===== src/sse_defs.vh =====
// Shared constants for the sleep and subtract execution block
`ifndef SSE_DEFS_VH
`define SSE_DEFS_VH
`define SSE_OP_SLEEP      16'h0003
`define SSE_OP_LIT_TOP    4'hB
`define SSE_OP_FSUB_TOP   7'h02
`define SSE_OP_FSUBB_TOP  7'h01
`define SSE_DEST_BIT      8
`define SSE_WDT_RESET     8'h00
`define SSE_POST_RESET    8'h00
`define SSE_ACC_RESET     8'h00
`define SSE_Q1            2'h0
`define SSE_Q2            2'h1
`define SSE_Q3            2'h2
`define SSE_Q4            2'h3
`endif


===== src/sse_sub_unit.v =====
// Eight-bit subtractor with borrow in and status outputs
`timescale 1ns/1ps
module sse_sub_unit
(
    input  wire [7:0] minuend,
    input  wire [7:0] subtrahend,
    input  wire       carryIn,
    output wire [7:0] diff,
    output wire       carryOut,
    output wire       digitCarry,
    output wire       overflow,
    output wire       zero
);
    wire [8:0] full;
    wire [4:0] low;
    // Subtract as a plus not b plus carry; carry out high means no borrow
    assign full       = {1'b0, minuend} + {1'b0, ~subtrahend} + {8'h00, carryIn};
    assign low        = {1'b0, minuend[3:0]} + {1'b0, ~subtrahend[3:0]} + {4'h0, carryIn};
    assign diff       = full[7:0];
    assign carryOut   = full[8];
    assign digitCarry = low[4];
    assign overflow   = (minuend[7] ^ subtrahend[7]) & (minuend[7] ^ full[7]);
    assign zero       = (full[7:0] == 8'h00);
endmodule // sse_sub_unit


===== src/sse_exec.v =====
// Execution stage for power-down and the three subtract instructions
//
// Summary of operation
// - Power-down opcode halts execution and stops the oscillator at cycle end.
// - Power-down clears the power-down status bit.
// - Power-down sets the time-out status bit.
// - Power-down clears the watchdog counter and its postscaler.
// - Watchdog wake-up from power-down clears the time-out status bit.
// - Literal subtract computes literal minus accumulator into the accumulator.
// - Subtracts update overflow, carry, digit carry, zero; power-down only status bits.
// - File subtract computes file register minus accumulator, two's complement.
// - File subtract decoded by upper byte 0000 010d; low byte is address.
// - Destination bit 0 writes accumulator, 1 writes file register.
// - Borrow form subtracts accumulator and inverted carry from the file register.
`timescale 1ns/1ps
`include "sse_defs.vh"
module sse_exec
#(
    parameter WDT_WIDTH = 8
)
(
    input  wire                 mclk,
    input  wire                 rst_n,
    input  wire                 instrValid,
    input  wire [15:0]          instrWord,
    input  wire [7:0]           fileRdData,
    input  wire                 wdtWake,
    input  wire                 otherWake,
    output reg  [7:0]           fileAddr_q,
    output reg                  fileRd_q,
    output reg                  fileWr_q,
    output reg  [7:0]           fileWrData_q,
    output reg  [7:0]           workingAccumulator_q,
    output reg                  overflowFlag_q,
    output reg                  carryFlag_q,
    output reg                  digitCarryFlag_q,
    output reg                  zeroFlag_q,
    output reg                  timeoutStatusBit_q,
    output reg                  powerdownStatusBit_q,
    output reg  [WDT_WIDTH-1:0] watchdogCounter_q,
    output reg  [7:0]           wdtPostscaler_q,
    output reg                  wdtClear_q,
    output reg                  sleeping_q,
    output reg                  oscRun_q,
    output reg                  busy_q
);
    localparam OP_NONE  = 3'h0;
    localparam OP_SLEEP = 3'h1;
    localparam OP_LIT   = 3'h2;
    localparam OP_FSUB  = 3'h3;
    localparam OP_FSUBB = 3'h4;

    // Phase, latched word and operand held across one instruction
    reg  [1:0]  phase_q;
    reg  [15:0] instr_q;
    reg  [2:0]  op_q;
    reg  [7:0]  operand_q;
    reg  [2:0]  opDec;
    // Subtractor results, consumed at the Q4 edge
    wire [7:0]  diff;
    wire        cOut;
    wire        digOut;
    wire        ovfOut;
    wire        zOut;

    // True for the two forms whose operand, and destination when bit 8 is set, is a file register
    function isFileOp;
        input [2:0] op;
        begin
            isFileOp = (op == OP_FSUB) || (op == OP_FSUBB);
        end
    endfunction

    // Instruction decode from the latched word
    always @*
    begin
        if (instr_q == `SSE_OP_SLEEP)
            opDec = OP_SLEEP;
        else if (instr_q[15:12] == `SSE_OP_LIT_TOP)
            opDec = OP_LIT;
        else if (instr_q[15:9] == `SSE_OP_FSUB_TOP)
            opDec = OP_FSUB;
        else if (instr_q[15:9] == `SSE_OP_FSUBB_TOP)
            opDec = OP_FSUBB;
        else
            opDec = OP_NONE;
    end

    // Subtractor; borrow form uses carry as inverted borrow, others carry in one
    sse_sub_unit uSub
    (
        .minuend    (operand_q),
        .subtrahend (workingAccumulator_q),
        .carryIn    ((op_q == OP_FSUBB) ? carryFlag_q : 1'b1),
        .diff       (diff),
        .carryOut   (cOut),
        .digitCarry (digOut),
        .overflow   (ovfOut),
        .zero       (zOut)
    );

    // Q phase sequencer and instruction execution
    always @(posedge mclk)
    begin
        if (!rst_n)
        begin
            phase_q              <= `SSE_Q1;
            instr_q              <= 16'h0000;
            op_q                 <= OP_NONE;
            operand_q            <= 8'h00;
            fileAddr_q           <= 8'h00;
            fileRd_q             <= 1'b0;
            fileWr_q             <= 1'b0;
            fileWrData_q         <= 8'h00;
            workingAccumulator_q <= `SSE_ACC_RESET;
            overflowFlag_q       <= 1'b0;
            carryFlag_q          <= 1'b0;
            digitCarryFlag_q     <= 1'b0;
            zeroFlag_q           <= 1'b0;
            timeoutStatusBit_q   <= 1'b1;
            powerdownStatusBit_q <= 1'b1;
            watchdogCounter_q    <= {WDT_WIDTH{1'b0}};
            wdtPostscaler_q      <= `SSE_POST_RESET;
            wdtClear_q           <= 1'b0;
            sleeping_q           <= 1'b0;
            oscRun_q             <= 1'b1;
            busy_q               <= 1'b0;
        end
        else if (sleeping_q)
        begin
            // Halted with oscillator off until a wake source arrives
            fileWr_q   <= 1'b0;
            wdtClear_q <= 1'b0;
            // Instruction words are ignored here; a wake restarts at Q1
            if (wdtWake || otherWake)
            begin
                sleeping_q <= 1'b0;
                oscRun_q   <= 1'b1;
                phase_q    <= `SSE_Q1;
                // Only a watchdog wake clears the time-out bit
                if (wdtWake)
                    timeoutStatusBit_q <= 1'b0;
            end
        end
        else
        begin
            fileRd_q   <= 1'b0;
            fileWr_q   <= 1'b0;
            wdtClear_q <= 1'b0;
            case (phase_q)
                `SSE_Q1:
                begin
                    // Decode: latch the word for this cycle
                    if (instrValid)
                    begin
                        instr_q <= instrWord;
                        busy_q  <= 1'b1;
                        phase_q <= `SSE_Q2;
                    end
                    else
                        busy_q <= 1'b0;
                end
                `SSE_Q2:
                begin
                    // Operand read: literal or file register
                    op_q       <= opDec;
                    fileAddr_q <= instr_q[7:0];
                    fileRd_q   <= isFileOp(opDec);
                    phase_q    <= `SSE_Q3;
                end
                `SSE_Q3:
                begin
                    // Process: capture operand from literal or file data
                    operand_q <= (op_q == OP_LIT) ? instr_q[7:0] : fileRdData;
                    phase_q   <= `SSE_Q4;
                end
                `SSE_Q4:
                begin
                    // Write result to destination or enter sleep
                    phase_q <= `SSE_Q1;
                    busy_q  <= 1'b0;
                    case (op_q)
                        OP_SLEEP:
                        begin
                            // Halt lands on the Q4 edge together with the status bits
                            powerdownStatusBit_q <= 1'b0;
                            timeoutStatusBit_q   <= 1'b1;
                            watchdogCounter_q    <= {WDT_WIDTH{1'b0}};
                            wdtPostscaler_q      <= `SSE_POST_RESET;
                            wdtClear_q           <= 1'b1;
                            sleeping_q           <= 1'b1;
                            oscRun_q             <= 1'b0;
                        end
                        OP_LIT, OP_FSUB, OP_FSUBB:
                        begin
                            // Flags from every subtract; word bit 8 picks the destination for the two file forms only
                            overflowFlag_q   <= ovfOut;
                            carryFlag_q      <= cOut;
                            digitCarryFlag_q <= digOut;
                            zeroFlag_q       <= zOut;
                            if (isFileOp(op_q) && instr_q[`SSE_DEST_BIT])
                            begin
                                fileWr_q     <= 1'b1;
                                fileWrData_q <= diff;
                            end
                            else
                                workingAccumulator_q <= diff;
                        end
                        default:
                        begin
                            // Unrecognised word: four phases with no effect
                            fileWr_q <= 1'b0;
                        end
                    endcase
                end
                default:
                    phase_q <= `SSE_Q1;
            endcase
        end
    end
endmodule // sse_exec


===== config.mk =====
export PLATFORM = sky130hd
export DESIGN_NAME = sse_exec
export DESIGN_NICKNAME = d
export VERILOG_FILES = /design/src/sse_sub_unit.v /design/src/sse_exec.v
export VERILOG_INCLUDE_DIRS = /design/src
export SDC_FILE = /design/constraint.sdc
export NUM_CORES = 1
export LEC_CHECK = 0
export CORE_MARGIN = 2
export CORE_UTILIZATION = 35
export DETAILED_ROUTE_END_ITERATION = 7
export DONT_BUFFER_PORTS = 1
export HOLD_SLACK_MARGIN = 0.08
export SLEW_MARGIN = 40
export SYNTH_ARGS = -nofsm -noshare
export SYNTH_HDL_FRONTEND = slang
export SYNTH_SLANG_ARGS = --single-unit

===== constraint.sdc =====
create_clock -name mclk -period 5.1 [get_ports mclk]
set_input_delay 1.02 -clock mclk [delete_from_list [all_inputs] [get_ports mclk]]
set_output_delay 1.02 -clock mclk [all_outputs]
set_load 0.05 [all_outputs]

==> summary.md, run 1 <==
| Metric | Value |
|---|---|
| Status | `finished, final reports clean` |
| Dominant synthesized flop cell | `dfxtp_1` |
| Ys async rst share | `0%` |
| Routed wire length | `6680 um` |
| DRT iter0 DRCs | `89` |
| Setup Skew | `0.00933 ns` |
| Post-DP HPWL | `4980 um` |
| Count of state elements after synthesis | `65` |
| Clock latency on the worst-skew pair | `0.34 ns` |
| Max FO, Critical Path | `6` |
| Cts hold-fix bufs | `0` |
| Crit end category | `flop` |
| CORE AREA | `8590 um2` |
| RSZ-0062 raised after global routing | `false` |
| Placer congestion estimate | `0.885` |
| Max Clk Rate | `333 MHz` |
| Setup TNS | `0 ns` |
| Root Buffer Master | `clkbuf_8` |
| H-tree levels | `3` |
| Sink Count | `65` |
| Share of layout cells above drive strength 1 | `7.34%` |
| Crit share post-route | `58.8%` |
| # rows | `34` |
| Tmin final | `3.00 ns` |
| P_int | `1.03 mW` |
| Post-route non-filler standard cell count | `476` |
| Die ar. | `9480 um2` |
| Pin count of the biggest net entering global routing | `34` |
| Nets | `405` |
| Leakage | `1.30 nW` |
| Vias in the first global route | `2246` |
| GRT Total Usage | `14.6%` |
| Synth area leader | `dfxtp_1` |
| Clk network pwr share | `24.4%` |
| Psw | `0.669 mW` |
| # setup viols final | `0` |
| Power Dens Cells | `521 nW/um2` |
| Initial antenna violation count | `0` |
| Max-slew violations | `0` |
| Post-Syn Instances | `367` |
| Top cells by area, synth | `dfxtp_1 43%, nand2_1 7.7%, mux2i_1 6.6%` |
| Postcts setup bufs | `0` |
| Clk pin slew, worst setup/hold paths | `0.07 ns` |
| Max Cap Viol | `0` |
| Syn avg cell area | `8.32 um2` |
| Post-synth top area share | `42.6%` |
| Netlist cell types | `43` |
| Most common library cells after synthesis | `65 x dfxtp_1, 63 x nand2_1, 44 x nor2_1` |
| Die Y | `97.4 um` |
| Placed cells | `460` |
| Worst IR Drop VDD | `211 uV` |
| Number of CTS-inserted buffers | `9` |
| CTS tree | `done` |
| Routed vias | `2319` |
| Hold Crit Class | `flop to flop` |
| Worst EP required | `5.36 ns` |
| Data arrival time of the critical path | `3.26 ns` |
| DRC Markers | `0` |
| First-pass GRT wire length | `11100 um` |
| Chip width | `97.4 um` |
| Fin. Hold Viols | `0` |
| Initial DRT Pass Iterations | `4` |
| N_diodes | `0` |
| Longest Clk Path Bufs | `2` |
| Sequential power share | `40.3%` |
| Starting Density | `35.5%` |
| Antenna viol nets, final | `0` |
| Worst slew pin tran | `0.828 ns` |
| Comb pwr share | `35.3%` |
| Startpoint Class | `flop` |
| YS warnings | `0` |
| Mapped Area | `3050 um2` |
| Io pins | `81` |
| Most frequent cell after synthesis | `dfxtp_1` |
| Register area share after synthesis | `42.6%` |
| Post-cts repair resize count | `0` |
| Layout area overhead | `7.18%` |
| Vias per Instance | `4.87` |
| Crit path kind | `flop to flop` |
| Max-slew headroom | `44.6%` |
| Grt total ovfl | `0` |
| Number of I/O port buffers | `0` |
| Switching Share | `39.3%` |
| Wirelength per Cell | `14.0 um` |
| Post-synth EDFFs | `0` |
-- worst max-delay path, stage by stage, from the launching register on --
cell	delay [ns]
dfxtp_1	0.35
or3b_1	0.44
nor2_1	0.14
fa_1	0.21
inv_1	0.06
fa_1	0.41
xor2_1	0.21
or4_1	0.50
or4_1	0.43
o31ai_2	0.17
-- power by group through the flow --
stage | Combinational, mW | Sequential [mW] | Clock (mW)
after floorplan | 0.510 | 0.676 | 0
after CTS | 0.604 | 0.687 | 0.431
after detailed placement | 0.602 | 0.698 | 0
after global routing | 0.680 | 0.697 | 0.453
after global placement | 0.592 | 0.694 | 0
final | 0.601 | 0.686 | 0.415
-- cell usage in the layout, fill, tap and decap left out, types with 9 or more instances in the layout --
master	netlist	final
conb_1	1	16
nand2_1	63	63
inv_1	15	14
dfxtp_1	65	64
a21oi_1	39	39
clkbuf_8	0	9
ha_1	11	11
mux2i_1	20	20
nor2_1	44	43
a211oi_1	14	14
-- state kept, by name (all words and copies together), names as in the netlist --
signal,cells
instr_q,16
fileAddr_q,8
fileWrData_q,8
operand_q,8
workingAccumulator_q,8
op_q,3
phase_q,2
busy_q,1
carryFlag_q,1
digitCarryFlag_q,1
fileRd_q,1
fileWr_q,1
oscRun_q,1
overflowFlag_q,1
powerdownStatusBit_q,1
sleeping_q,1
timeoutStatusBit_q,1
wdtClear_q,1
zeroFlag_q,1
-- per-stage QoR --
step	worst slack [ns]	hold slack [ns]	total power, mW	utilization [%]	instance area [um2]
floorplan	2.30	0.437	1.19	-	3110
global placement	2.15	0.448	1.29	35.7	3070
detailed placement	2.11	0.457	1.30	35.9	3080
CTS	2.09	0.468	1.72	38.0	3270
global route	1.93	0.493	1.83	38.1	3270
finish	2.10	0.463	1.70	38.1	3270
-- logic make-up (layout without fill, tap and decap cells) --
logic type                 Yosys count  after routing  share of synthesized area (%)
adders and majority gates           13             13                           5.82
other                                1             16                          0.123
DFF                                 65             65                           42.6
muxes                               20             20                           6.56
and+or+nand+nor                    138            138                           20.0
buffers and inverters               48             34                           7.87
xor gates and xnor gates             7              7                           2.01
AOI/OAI and AO/OA                   75             75                           15.0
-- layer usage --
metal,up-vias,share of wire [%],GRT usage (%)
met5,-,0,0
met4,0,1.0,4.49
met3,7,8.4,6.55
met2,69,43,21.8
met1,1043,48,18.9
li1,1200,-,-
-- area by class of cell --
| class | count | area [um2] |
|---|---|---|
| Timing Repair Buffer | 3 | 17.5 |
| Clock buffer | 11 | 131 |
| Tap cell | 108 | 135 |
| Sequential cell | 65 | 1300 |
| Inverter | 15 | 56.3 |
| Fill cell | 911 | 5320 |
| Clock inverter | 5 | 56.3 |
| Multi-Input combinational cell | 269 | 1570 |
-- path summary, 6_finish.rpt --
kind	startpoint	end	slack [ns]	depth (start not counted)
setup / recovery	op_q[0]	zeroFlag_q	2.10	9
hold / removal	instr_q[11]	instr_q[11]	0.46	2
setup reg to reg	op_q[0]	zeroFlag_q	2.10	9
hold reg to reg	instr_q[11]	instr_q[11]	0.46	2
Note: power is estimated with default switching activity, not from simulation.
==> run 2, diff against run 1 <==
==> constraint.sdc (replaced) <==
create_clock -name mclk -period 2.5 [get_ports mclk]
set_input_delay 0.5 -clock mclk [delete_from_list [all_inputs] [get_ports mclk]]
set_output_delay 0.5 -clock mclk [all_outputs]
set_load 0.05 [all_outputs]
==> summary.md, run 2 (synthesized netlist as in run 1, its figures left out) <==
| Metric | Value |
|---|---|
| Data arrival time of the critical path | `3.04 ns (-0.22 ns)` |
| Status | `complete, but fails checks` |
| Clock latency on the worst-skew pair | `0.34 ns (about the same)` |
| Pin count of the biggest net entering global routing | `43 (+26%)` |
| Final Power | `3.94 mW (+130%)` |
| Max Cap Viol | `0 (unchanged)` |
| Dpl cell area | `3250 um2 (+5.6%)` |
| Vias in the first global route | `2285 (+1.7%)` |
| Worst r2r dst | `zeroFlag_q` |
| Placed cells | `480 (+4.3%)` |
| Clk pin slew, worst setup/hold paths | `0.07 ns (about the same)` |
| Reg2reg setup slack | `-0.27 ns (-2.37 ns)` |
| Post-route non-filler standard cell count | `496 (+4.2%)` |
| Antenna viol nets, final | `0 (unchanged)` |
| Grt total ovfl | `0 (unchanged)` |
| Worst Hold Path Cells | `1 (-1)` |
| Placer congestion estimate | `0.838 (-5.3%)` |
| DRT iter0 DRCs | `85 (-4.5%)` |
| Initial DRT Pass Iterations | `4 (unchanged)` |
| Nets | `425 (+4.9%)` |
| Share of layout cells above drive strength 1 | `14.9% (+7.6 points)` |
| CP top delay family | `simple AND/OR/NAND/NOR gates` |
| Post-layout util | `41.3% (+3.2 points)` |
| CTS tree | `done` |
| Chip width | `97.4 um (unchanged)` |
| Number of I/O port buffers | `0 (unchanged)` |
| Hold Startpoint | `rst_n` |
| Die Y | `97.4 um (unchanged)` |
| DRC Markers | `0 (unchanged)` |
| Layout area overhead | `16.2%` |
| Setup Skew | `0.00936 ns (+0.0000252 ns)` |
| Hold Crit Class | `input pin to flop` |
| Crit path kind | `flop to flop` |
| Most frequent cells in the layout | `63 x nand2_1, 62 x dfxtp_1, 43 x nor2_1` |
| Design area | `3550 um2 (+8.4%)` |
| Wirelength per Cell | `14.0 um (-0.28%)` |
| Fin. Hold Viols | `0 (unchanged)` |
| Setup WS post-layout | `-0.272 ns (-2.37 ns)` |
| Worst EP required | `2.77 ns (-2.59 ns)` |
| Critical R2R Launch | `op_q[0]` |
| Crit share post-route | `111% (+52 points)` |
| RSZ-0062 raised after global routing | `true` |
| Crit path buffers/inverters | `1 (unchanged)` |
| Initial antenna violation count | `0 (unchanged)` |
| Longest Clk Path Bufs | `2 (unchanged)` |
| Starting Density | `35.5% (unchanged)` |
| Leakage | `1.47 nW (+13%)` |
| Tmin final | `2.77 ns (-0.229 ns)` |
| First-pass GRT wire length | `11700 um (+5.5%)` |
| Slowest cell on the critical path | `or4_1` |
| Commonest non-fill, non-tap cell in the layout | `nand2_1` |
| # setup viols final | `1 (+1)` |
| Io pins | `81 (unchanged)` |
| H-tree levels | `3 (unchanged)` |
| Power Dens Cells | `1110 nW/um2 (+110%)` |
| Routed vias | `2409 (+3.9%)` |
| Sink Count | `65 (unchanged)` |
| Die ar. | `9480 um2 (unchanged)` |
| Largest Register | `instr_q` |
| Number of CTS-inserted buffers | `9 (unchanged)` |
| Startpoint Class | `flop` |
| Hold EP | `powerdownStatusBit_q` |
| CORE AREA | `8590 um2 (unchanged)` |
| Max-slew headroom | `52.8% (+8.2 points)` |
| N_diodes | `0 (unchanged)` |
| Post-DP HPWL | `5120 um (+2.8%)` |
| Worst slew pin tran | `0.707 ns (-0.121 ns)` |
| Routed wire length | `6950 um (+3.9%)` |
| Root Buffer Master | `clkbuf_8` |
| Max FO, Critical Path | `3 (-3)` |
| Max-slew violations | `0 (unchanged)` |
| Crit-path max cell delay | `0.49 ns (about the same)` |
| Crit end category | `flop` |
| Failing checks | `negative setup slack` |
| Worst IR Drop VDD | `545 uV (+160%)` |
| Worst Reg-to-Reg Cells | `9 (unchanged)` |
| GRT Total Usage | `15.3% (+0.72 points)` |
| Largest register FFs | `16 (unchanged)` |
| CP cell instances | `or3b_4 > nor2_4 > fa_2 > inv_2 > fa_2 > xor2_1 > or4_1 > or4_1 > o31ai_2` |
| Vias per Instance | `4.86 (-0.31%)` |
| # rows | `34 (unchanged)` |
| Max Clk Rate | `361 MHz (+8.3%)` |
## run 2: metal layers
| layer | GRT usage (%) | vias to the layer above | part of all wire (%) |
|---|---|---|---|
| met5 | 0 | - | 0 |
| met1 | 20.9 | 1084 | 47 |
| met3 | 7.27 | 7 | 9.4 |
| met4 | 3.21 | 0 | 0.82 |
| met2 | 22.1 | 77 | 42 |
| li1 | - | 1241 | - |
## run 2: layout make-up
type	instances	area [um2]
Timing Repair Buffer	23	185
Clock buffer	12	165
Inverter	15	56.3
Sequential cell	65	1310
Multi-Input combinational cell	269	1600
Clock inverter	4	97.6
Tap cell	108	135
Fill cell	906	5050
## run 2: power breakdown
group	internal, mW	switching (mW)
clock	0.744	0.408
sequential	1.19	0.202
combinational	0.573	0.827
## run 2: worst reg2reg max path, cell delays in order, from the launching register on
cell and delay (ns):
dfxtp_2 0.32, or3b_4 0.42, nor2_4 0.10, fa_2 0.21
inv_2 0.04, fa_2 0.36, xor2_1 0.18, or4_1 0.49
or4_1 0.42, o31ai_2 0.17
## run 2: repair_timing
action | in CTS | in global routing
setup endpoints to repair | 3 | 6
gates resized for setup | 1 | 8
hold buffers | 0 | 0
pin swaps | 0 | 5
buffers inserted | 0 | 0
## run 2: worst max-delay path by stage
stage	start	endpoint	slack, ns	cells past startpoint
after floorplan	op_q[0]	zeroFlag_q	-0.21	9
after global placement	op_q[0]	zeroFlag_q	-0.23	9
after detailed placement	op_q[0]	zeroFlag_q	-0.27	9
after CTS	op_q[0]	zeroFlag_q	-0.28	9
after global routing	op_q[0]	zeroFlag_q	-0.37	9
final	op_q[0]	zeroFlag_q	-0.27	9
## run 2: through the flow
| stage | hold slack, ns | setup WS, ns | TNS, ns |
|---|---|---|---|
| after floorplan | 0.437 | -0.208 | -0.208 |
| after global placement | 0.447 | -0.235 | -0.235 |
| after detailed placement | 0.458 | -0.265 | -0.265 |
| after CTS | 0.213 | -0.275 | -0.275 |
| after global routing | 0.203 | -0.368 | -0.451 |
| final | 0.225 | -0.272 | -0.272 |
==> run 3, diff against run 2 <==
==> constraint.sdc (replaced) <==
create_clock -name mclk -period 2.5 [get_ports mclk]
set_input_delay 0.5 -clock mclk [delete_from_list [all_inputs] [get_ports mclk]]
set_output_delay 0.5 -clock mclk [all_outputs]
set_load 0.01 [all_outputs]
==> summary.md, run 3 (synthesized netlist as in run 1, its figures left out) <==
| Metric | Value |
|---|---|
| Worst Hold Path Cells | `1 (unchanged)` |
| Routed wire length | `6970 um (+0.30%)` |
| Longest Clk Path Bufs | `2 (unchanged)` |
| Power Dens Cells | `1090 nW/um2 (-1.9%)` |
| Max Clk Rate | `357 MHz (-0.92%)` |
| Postcts setup bufs | `0 (unchanged)` |
| Clock latency on the worst-skew pair | `0.33 ns (about the same)` |
| Tmin final | `2.80 ns (+0.0257 ns)` |
| Dpl ws | `-0.304 ns (-0.0392 ns)` |
| Initial DRT Pass Iterations | `4 (unchanged)` |
| DRC Markers | `0 (unchanged)` |
| Worst EP required | `2.76 ns (about the same)` |
| Placer congestion estimate | `0.829 (-1.1%)` |
| Starting Density | `35.5% (unchanged)` |
| Layout area overhead | `14.5%` |
| Worst r2r dst | `zeroFlag_q` |
| Placed cells | `474 (-1.3%)` |
| Share of layout cells above drive strength 1 | `13.4% (-1.6 points)` |
| Chip width | `97.4 um (unchanged)` |
| Worst slew pin tran | `0.677 ns (-0.0304 ns)` |
| CTS tree | `done` |
| Post-route non-filler standard cell count | `490 (-1.2%)` |
| Vias in the first global route | `2380 (+4.2%)` |
| Setup WS post-layout | `-0.297 ns (-0.0257 ns)` |
| N_diodes | `0 (unchanged)` |
| Critical R2R Launch | `op_q[0]` |
| Number of I/O port buffers | `0 (unchanged)` |
| Max-slew violations | `0 (unchanged)` |
| Root Buffer Master | `clkbuf_8` |
| RSZ-0062 raised after global routing | `true` |
| Fillers | `879 (-3.0%)` |
| Max FO, Critical Path | `3 (unchanged)` |
| CORE AREA | `8590 um2 (unchanged)` |
| Io pins | `81 (unchanged)` |
| Number of CTS-inserted buffers | `9 (unchanged)` |
| Most frequent cells in the layout | `63 x nand2_1, 63 x dfxtp_1, 43 x nor2_1` |
| Leakage | `1.44 nW (-2.2%)` |
| Failing checks | `negative setup slack` |
| Pin count of the biggest net entering global routing | `47 (+9.3%)` |
| Crit share post-route | `112% (+1.0 points)` |
| H-tree levels | `3 (unchanged)` |
| # rows | `34 (unchanged)` |
| Initial antenna violation count | `0 (unchanged)` |
| Setup Skew | `0.0103 ns (+0.000937 ns)` |
| GRT Total Usage | `15.5% (+0.19 points)` |
| # setup viols final | `1 (unchanged)` |
| Hold EP | `powerdownStatusBit_q` |
| Antenna viol nets, final | `0 (unchanged)` |
| First-pass GRT wire length | `11900 um (+1.7%)` |
| Post-DP HPWL | `5170 um (+0.99%)` |
| Clk pin slew, worst setup/hold paths | `0.07 ns (about the same)` |
| Reg2reg setup slack | `-0.30 ns (-0.03 ns)` |
| Data arrival time of the critical path | `3.05 ns (about the same)` |
| Cts hold-fix bufs | `0 (unchanged)` |
| Largest register FFs | `16 (unchanged)` |
| Die Y | `97.4 um (unchanged)` |
| DRT iter0 DRCs | `102 (+20%)` |
| Worst Reg-to-Reg Cells | `9 (unchanged)` |
| Startpoint Class | `flop` |
| Hold Crit Class | `input pin to flop` |
| Crit path kind | `flop to flop` |
| Hold Startpoint | `rst_n` |
| Routed vias | `2369 (-1.7%)` |
| Nets | `419 (-1.4%)` |
| Wirelength per Cell | `14.2 um (+1.5%)` |
| Vias per Instance | `4.83 (-0.46%)` |
| Worst IR Drop VDD | `499 uV (-8.5%)` |
| Fin. Hold Viols | `0 (unchanged)` |
| Worst hold slack | `0.235 ns (+0.0102 ns)` |
| Max-slew headroom | `54.8% (+2.0 points)` |
| Largest Register | `instr_q` |
| Sink Count | `65 (unchanged)` |
| Crit end category | `flop` |
| Grt total ovfl | `0 (unchanged)` |
| Max Cap Viol | `0 (unchanged)` |
| Status | `complete, but fails checks` |
| Die ar. | `9480 um2 (unchanged)` |
run 3: how the worst max path moves through the flow:
stage	slack, ns	from	cells past startpoint	end
3_5_place_dp	-0.30	op_q[0]	9	zeroFlag_q
6_report	-0.30	op_q[0]	9	zeroFlag_q
5_1_grt	-0.38	op_q[0]	9	zeroFlag_q
3_3_place_gp	-0.23	op_q[0]	9	zeroFlag_q
2_1_floorplan	-0.21	op_q[0]	9	zeroFlag_q
4_1_cts	-0.28	op_q[0]	9	zeroFlag_q
run 3: what timing repair did:
item	in CTS	in global routing
endpoints found under the setup margin	3	4
hold endpoints to repair	0	0
pin swaps	1	5
resized for setup	5	5
cloned	0	0
run 3: power breakdown:
| part | leakage [nW] | internal [mW] | switching [mW] |
|---|---|---|---|
| clock network | 0.127 | 0.720 | 0.401 |
| logic | 0.784 | 0.575 | 0.796 |
| registers | 0.529 | 1.19 | 0.134 |
run 3: cell type report:
class                           count  area [um2]  area share (%)
Clock inverter                      4        98.8            2.83
Tap cell                          108         135            3.87
Sequential cell                    65        1300            37.3
Inverter                           15        56.3            1.61
Multi-Input combinational cell    269        1610            45.9
Timing Repair Buffer               17         140            4.01
Clock buffer                       12         155            4.44
run 3: through the flow:
step | power (mW) | area (um2) | utilization (%) | setup TNS (ns)
2_1_floorplan | 2.31 | 3120 | - | -0.207
3_3_place_gp | 2.62 | 3210 | 37.3 | -0.230
3_5_place_dp | 2.64 | 3210 | 37.3 | -0.304
4_1_cts | 3.81 | 3480 | 40.6 | -0.278
5_1_grt | 4.08 | 3490 | 40.7 | -0.560
6_report | 3.81 | 3490 | 40.7 | -0.297
run 3: critical path: stages (launching register included):
cell and delay, ns:
dfxtp_2 0.32, or3b_4 0.41, nor2_4 0.10, fa_2 0.22, inv_2 0.04, fa_2 0.37
xor2_1 0.17, or4_1 0.50, or4_4 0.42, o31ai_2 0.17
run 3: per-layer routing:
layer  share of wire [%]  GRT usage [%]  up-vias
li1                    -              -     1224
met3                 7.5           6.76        2
met2                  44           23.8       73
met5                   0              0        -
met4                0.42           2.99        0
met1                  48           20.4     1070
